File: src/hw/dpd_pkg.sv
// Function
// - Parameter bytes read F7h, A2h, D5h, 5Ch
// - Bit 31 zero: deep power-down supported
// - Enter code B9h, held in bits 30:23
// - Exit code ABh, held in bits 22:15
// - Bits 14:13 give wake delay unit
// - Delay count 00010b, host waits 3 us
// - Bits 3:2 01b, poll status 05h bit 0
// - Reserved bits 7:4 and 1:0 all ones
package dpd_pkg;
  // ****************************************
  // Instruction codes
  // ****************************************
  localparam logic [7:0] INSTR_ENTER = 8'hb9;
  localparam logic [7:0] INSTR_EXIT = 8'hab;
  localparam logic [7:0] INSTR_STATUS = 8'h05;
  localparam logic [7:0] INSTR_PARAM = 8'h5a;
  // ****************************************
  // Parameter word fields
  // ****************************************
  localparam logic [1:0] UNIT_128NS = 2'h0;
  localparam logic [1:0] UNIT_1US = 2'h1;
  localparam logic [1:0] UNIT_8US = 2'h2;
  localparam logic [4:0] DELAY_COUNT = 5'h02;
  localparam logic [1:0] POLL_LEGACY = 2'h1;
  localparam logic [3:0] RSV_HI = 4'hf;
  localparam logic [1:0] RSV_LO = 2'h3;
  localparam logic [31:0] PARAM_WORD = {1'b0, INSTR_ENTER, INSTR_EXIT, UNIT_1US,
    DELAY_COUNT, RSV_HI, POLL_LEGACY, RSV_LO};
  localparam logic [7:0] PARAM_BASE = 8'h34;
  localparam int BUSY_BIT = 0;
  // ****************************************
  // Timing at 50 MHz
  // ****************************************
  localparam int CLK_PERIOD_NS = 20;
  localparam int UNIT_NS = 1000;
  localparam int WAKE_NS = (DELAY_COUNT + 1) * UNIT_NS;
  localparam int WAKE_CYC_INT = (WAKE_NS + CLK_PERIOD_NS - 1) / CLK_PERIOD_NS;
  localparam logic [7:0] WAKE_CYC = 8'(WAKE_CYC_INT);
endpackage

File: src/hw/dpd_link_if.sv
`timescale 1ns/1ps
interface dpd_link_if;
  logic cmdValid;
  logic [7:0] cmdCode;
  logic [7:0] cmdAddr;
  logic rspValid;
  logic [7:0] rspData;
  modport flash (input cmdValid, input cmdCode, input cmdAddr, output rspValid, output rspData);
  modport host (output cmdValid, output cmdCode, output cmdAddr, input rspValid, input rspData);
endinterface

File: src/hw/dpd_host.sv
`timescale 1ns/1ps
module dpd_host
  import dpd_pkg::*;
(
  // Clock and reset
  input wire logic core_clk,
  input wire logic arst_n,
  // User requests, one-cycle pulses
  input wire logic reqSleep,
  input wire logic reqWake,
  // User status
  output logic sleeping,
  output logic ready,
  // Link
  dpd_link_if.host link
);
  typedef enum logic [4:0] {
    ST_IDLE = 5'b00001,
    ST_ASLEEP = 5'b00010,
    ST_WAIT = 5'b00100,
    ST_POLL = 5'b01000,
    ST_RESP = 5'b10000
  } dpd_state_e;

  dpd_state_e state;
  logic [7:0] waitCnt;
  logic cmdValid;
  logic [7:0] cmdCode;

  assign link.cmdValid = cmdValid;
  assign link.cmdCode = cmdCode;
  assign link.cmdAddr = 8'h00;

  // ****************************************
  // Sequencer
  // ****************************************
  always_ff @(posedge core_clk or negedge arst_n) begin
    if (!arst_n) begin
      state <= ST_IDLE;
      cmdValid <= 1'b0;
      cmdCode <= 8'h00;
      waitCnt <= 8'h00;
      sleeping <= 1'b0;
      ready <= 1'b1;
    end else begin
      cmdValid <= 1'b0;
      case (state)
        ST_IDLE: begin
          if (reqSleep) begin
            cmdValid <= 1'b1;
            cmdCode <= INSTR_ENTER;
            sleeping <= 1'b1;
            ready <= 1'b0;
            state <= ST_ASLEEP;
          end
        end
        ST_ASLEEP: begin
          if (reqWake) begin
            cmdValid <= 1'b1;
            cmdCode <= INSTR_EXIT;
            waitCnt <= WAKE_CYC;
            state <= ST_WAIT;
          end
        end
        ST_WAIT: begin
          // Hold off the next operation for the wake delay
          if (waitCnt <= 8'h01) begin
            state <= ST_POLL;
          end else begin
            waitCnt <= waitCnt - 8'h01;
          end
        end
        ST_POLL: begin
          cmdValid <= 1'b1;
          cmdCode <= INSTR_STATUS;
          state <= ST_RESP;
        end
        ST_RESP: begin
          if (link.rspValid) begin
            if (link.rspData[BUSY_BIT]) begin
              state <= ST_POLL;
            end else begin
              sleeping <= 1'b0;
              ready <= 1'b1;
              state <= ST_IDLE;
            end
          end
        end
        default: state <= ST_IDLE;
      endcase
    end
  end
endmodule

File: src/flat_wrapper.sv
// flat-port wrapper written by rule: the top's interface ports become plain ports
module dpd_host_flat import dpd_pkg::*;
  (core_clk, arst_n, reqSleep, reqWake, sleeping, ready, link_cmdValid, link_cmdCode, link_cmdAddr, link_rspValid, link_rspData);
  dpd_link_if link_i ();
  input wire logic core_clk;
  input wire logic arst_n;
  input wire logic reqSleep;
  input wire logic reqWake;
  output logic sleeping;
  output logic ready;
  output wire logic [$bits(link_i.cmdValid)-1:0] link_cmdValid;
  output wire logic [$bits(link_i.cmdCode)-1:0] link_cmdCode;
  output wire logic [$bits(link_i.cmdAddr)-1:0] link_cmdAddr;
  input wire logic [$bits(link_i.rspValid)-1:0] link_rspValid;
  input wire logic [$bits(link_i.rspData)-1:0] link_rspData;
  assign link_cmdValid = link_i.cmdValid;
  assign link_cmdCode = link_i.cmdCode;
  assign link_cmdAddr = link_i.cmdAddr;
  assign link_i.rspValid = link_rspValid;
  assign link_i.rspData = link_rspData;
  dpd_host u_core (.core_clk(core_clk), .arst_n(arst_n), .reqSleep(reqSleep), .reqWake(reqWake), .sleeping(sleeping), .ready(ready), .link(link_i));
endmodule
File: config.mk
export PLATFORM = sky130hd
export DESIGN_NAME = dpd_host_flat
export DESIGN_NICKNAME = d
export VERILOG_FILES = /design/src/hw/dpd_pkg.sv /design/src/hw/dpd_link_if.sv /design/src/hw/dpd_host.sv /design/src/flat_wrapper.sv
export SDC_FILE = /design/constraint.sdc
export NUM_CORES = 1
export LEC_CHECK = 0
export ABC_AREA = 1
export BUFFER_PORTS_ARGS = -buffer_cell sky130_fd_sc_hd__buf_2
export CORE_AREA = 2 2 57 59
export CTS_CLUSTER_DIAMETER = 60
export DETAILED_ROUTE_END_ITERATION = 12
export DIE_AREA = 0 0 59 61
export PLACE_DENSITY = 0.7
export SLEW_MARGIN = 10
export SYNTH_ARGS = -nofsm -noshare
export SYNTH_HDL_FRONTEND = slang
export SYNTH_SLANG_ARGS = --single-unit
File: constraint.sdc
create_clock -name core_clk -period 5 [get_ports core_clk]
set_clock_uncertainty 0.2 [all_clocks]
set_input_delay 1 -clock core_clk [delete_from_list [all_inputs] [get_ports core_clk]]
set_output_delay 1 -clock core_clk [all_outputs]
set_load 0.02 [all_outputs]
* Yosys cells after proc, flatten, opt, wreduce, memory -nomap -nowiden
Index checks and enable logic that the tools add are counted.
Widths: inputs -> output; s select.
** Cells by class
- Add/subtract/negate cells :: 1
- Order comparisons :: 1
- Equal/unequal tests :: 11
- Multiplexer cells :: 23
- Reduce and logical (&&, ||, !) cells :: 7
** Operator list (count)
- $mux 8 :: 4
- $pmux 5 s5 :: 1
- $pmux 8 s3 :: 1
- $mux 5 :: 4
- $pmux 8 s2 :: 1
- $ne 2x2->1 const B :: 5
- $le 8x1->1 const B :: 1
- $mux 1 :: 8
- $reduce_and 4->1 :: 2
- $sub 8x1->8 const B :: 1
- $reduce_and 3->1 :: 2
- $eq 5x1->1 const B :: 1
- $eq 5x2->1 const B :: 1
- $eq 5x3->1 const B :: 1
- $eq 5x4->1 const B :: 1
- $eq 5x5->1 const B :: 1
- $mux 4 :: 1
- $pmux 1 s2 :: 2
- $reduce_bool 2->1 :: 2
- $pmux 1 s3 :: 1
- $reduce_bool 3->1 :: 1
- $ne 2x1->1 const B :: 1
** Word-level totals
- Flip-flop bits (word level) :: 24
- Bits of input ports :: 13
- Output and inout port bits :: 19
- Word-level logic and storage cells :: 49

* Longest topological paths before layout
- Depth in word-level cells :: 3
- Depth in mapped cells :: 10
- Mapped depth without buffers :: 10

* Worst setup path before layout
OpenSTA, ideal clock, no wires.
- Path kind :: register to output
- From :: register u_core.cmdCode[5], in the netlist u_core.link.cmdCode[5]
- To :: output link_cmdCode[5]
- Data arrival time :: 0.644 ns
- Data required time :: 3.800 ns
- Setup slack :: 3.156 ns
- Stages on the path, launching flop included :: 2
- Buffers on the path :: 1
- Cells stage by stage :: dfrtp_1 -> buf_4
** RTL lines
- start, declared :: line dpd_host.sv:28 : logic [7:0] cmdCode;
- start signal, assigned :: line dpd_host.sv:41 : cmdCode <= 8'h00;
- start signal, assigned :: line dpd_host.sv:51 : cmdCode <= INSTR_ENTER;
- start signal, assigned :: line dpd_host.sv:60 : cmdCode <= INSTR_EXIT;
- end, declared :: line flat_wrapper.sv:12 : output wire logic [$bits(link_i.cmdCode)-1:0] link_cmdCode;
No word-level cell between the ends.

* Worst setup path in the final report
- From :: register u_core.ready
- To :: output ready
** RTL lines
- start, declared :: line dpd_host.sv:13 : output logic ready,
- start signal, assigned :: line dpd_host.sv:44 : ready <= 1'b1;
- start signal, assigned :: line dpd_host.sv:53 : ready <= 1'b0;
- start signal, assigned :: line dpd_host.sv:84 : ready <= 1'b1;
- end, declared :: line flat_wrapper.sv:10 : output logic ready;
No word-level cell between the ends.

==> impl_metrics.env <==
export IMPL_status="finished clean"
export IMPL_async_flop_share=1.00
export IMPL_leakage_nw=0.706
export IMPL_dp_slack_ps=2980
export IMPL_grt_usage=0.142
export IMPL_path_max_fanout=2
export IMPL_p_sw_frac=0.479
export IMPL_end_kind="primary output"
export IMPL_ys_types=26
export IMPL_numCtsBuffers=3
export IMPL_synthTopCellsByArea="dfrtp_1 37%, nand2_1 11%, buf_4 6.5%"
export IMPL_grt_ovfl_total=0
export IMPL_switching_power_mw=0.368
export IMPL_post_cts_resized=0
export IMPL_totalPowerFinal_mw=0.768
export IMPL_synth_seq_area_share=0.413
export IMPL_die_w_microns=59
export IMPL_placed_cell_area_sq_mm=0.00132
export IMPL_ioPinCount=32
export IMPL_yosysMostFrequentCell="nand2_1"
export IMPL_nFillCells=288
export IMPL_tns_ps=0
export IMPL_max_freq_mhz=453
export IMPL_synthFlopType="dfrtp_1"
export IMPL_max_vdd_ir_drop_uv=316
export IMPL_p_clk_frac=0.110
export IMPL_maxCapViolations=0
export IMPL_avgSynthCellArea_sq_um=8.26
export IMPL_cts_setup_buffers=0
export IMPL_first_iter_violations=15
export IMPL_dp_final_hpwl_microns=1770
export IMPL_drc=0
export IMPL_synth_warnings=0
export IMPL_ant_nets=0
export IMPL_yosys_top_cells_count="39 x nand2_1, 19 x dfrtp_1, 13 x inv_1, 13 x nor2_1, 11 x buf_4"
export IMPL_dr_total_vias=983
export IMPL_dieArea_sq_mm=0.00360
export IMPL_cp_num_buf_inv=1
export IMPL_sequentialPowerShare=0.367
export IMPL_finalSetupViolations=0
export IMPL_crit_slowest_cell="dfstp_2"
export IMPL_insertion_delay_ps=310
export IMPL_crit_type="reg2out"
export IMPL_row_count=20
export IMPL_drv_slew=0
export IMPL_portBuffers=15
export IMPL_intPower_mw=0.400
export IMPL_grt_max_degree=22
export IMPL_fin_area_sq_mm=0.00135
export IMPL_critical_path_top_delay_family="flip-flops"
export IMPL_grt_pass1_wl_microns=3850
export IMPL_clk_path_buf_depth=2
export IMPL_cts_root_buf="clkbuf_4"
export IMPL_n_antenna_cell=0
export IMPL_critical_path_cell_chain="buf_2"
export IMPL_netlist_area_sq_mm=0.00128
export IMPL_grt_pass1_vias=948
export IMPL_wire_per_inst_microns=11.3
export IMPL_synth_edf_count=0
export IMPL_worstPathRequired_ps=3800
export IMPL_drt_first_pass_iters=4
export IMPL_gp_congestion=0.863
export IMPL_layout_drive_gt1_share=0.282
export IMPL_setup_slack_ps=2790
export IMPL_fp_coreArea_sq_mm=0.00295
export IMPL_initial_core_util=0.433
export IMPL_powerDensity_mw_per_mm2=569
export IMPL_antenna_found_initial=0
export IMPL_period_minus_slack_ps=2210
export IMPL_vias_per_cell=4.84
export IMPL_clock_sinks=21
export IMPL_rsz0062_at_grt="no"
export IMPL_tritoncts="built"
export IMPL_seq_area_sq_um=528
export IMPL_ys_ff_latch=21
export IMPL_path_clk_slew_ps=120
export IMPL_yosysTopAreaCell="dfrtp_1"
export IMPL_die_height_microns=61
export IMPL_min_period_over_period=0.442
export IMPL_synth_top_area_frac=0.371
export IMPL_multiInputGateArea_sq_um=608
export IMPL_hold_viol=0
export IMPL_cp_start_kind="flop"
export IMPL_hold_class="reg2reg"
export IMPL_cts_hold_buf=0
export IMPL_syn_to_final_growth_pct=5.47
export IMPL_critPathMaxStageDelay_ps=550
export IMPL_routed_wl_microns=2290
export IMPL_nets=186
export IMPL_synthCells=155
export IMPL_htreeDepth=1
export IMPL_p_comb_frac=0.523
export IMPL_arrival_ps=1010
-- logic make-up after synthesis --
kind of cell | after synthesis | share of synthesized area
compound gates | 14 | 0.0684
simple gates | 82 | 0.333
fa+ha+maj | 2 | 0.0195
buf+inv | 31 | 0.136
other cells | 1 | 0.00293
flops | 21 | 0.413
xor+xnor | 4 | 0.0274
-- metrics by stage --
stage	instances	hold WS, ps	util
2_1_floorplan	163	264	-
3_3_place_gp	199	243	0.448
3_5_place_dp	199	258	0.448
4_1_cts	203	288	0.457
5_1_grt	203	307	0.457
6_report	203	282	0.457
-- path summary, 6_finish.rpt --
path                                             start                      to  slack, ps  cells after the start
worst min register to register  u_core.link.cmdCode[0]  u_core.link.cmdCode[0]        280                      1
max in group asynchronous                       arst_n         u_core.state[0]       3820                      1
min in group asynchronous                       arst_n       u_core.waitCnt[2]        430                      1
worst max register to register       u_core.waitCnt[0]       u_core.waitCnt[0]       3190                     10
worst max-delay path                      u_core.ready                   ready       2790                      1
worst min-delay path            u_core.link.cmdCode[0]  u_core.link.cmdCode[0]        280                      1
-- registers in the layout, indices dropped and copies added (netlist names) --
name / cells
u_core.ready: 1
u_core.sleeping: 1
u_core.state: 5
u_core.waitCnt: 8
u_core.link.cmdValid: 1
u_core.link.cmdCode: 5
-- area by class of cell --
cell class	count	share of cell area
Multi-Input combinational cell	111	0.450
Sequential cell	21	0.391
Timing Repair Buffer	15	0.0556
Inverter	19	0.0528
Tap cell	33	0.0306
Clock buffer	4	0.0195
-- cell usage in the layout (no fill, tap or decap) --
master	n
nor3_1	1
ha_1	2
a21oi_1	1
conb_1	9
buf_2	15
nand2_2	8
clkbuf_1	1
dfstp_2	2
nand4_1	4
nor2_1	13
o21ai_2	4
clkbuf_4	3
nor2_4	4
or2_1	1
inv_2	6
nand4_4	1
nand3_1	6
nand3_2	2
o21ai_0	6
inv_1	13
nor2_2	1
o21ai_1	2
o21a_1	1
nand2_4	2
xor2_1	4
dfrtp_1	19
nand2_1	39
-- power by group through the flow --
stage / combinational (mW) / sequential (mW) / clock [mW]
6_report: 0.401 / 0.282 / 0.0847
2_1_floorplan: 0.318 / 0.303 / 0
3_5_place_dp: 0.402 / 0.285 / 0
4_1_cts: 0.403 / 0.282 / 0.0868
3_3_place_gp: 0.386 / 0.281 / 0
5_1_grt: 0.446 / 0.288 / 0.0936
-- per-layer routing --
layer	routed length [microns]	GRT usage	vias up
li1	-	-	497
met1	1020	0.153	463
met2	1150	0.260	19
met3	94	0.0405	4
met4	23	0.0584	0
met5	0	0	-
No activity file was read; power rests on OpenSTA's default activity.
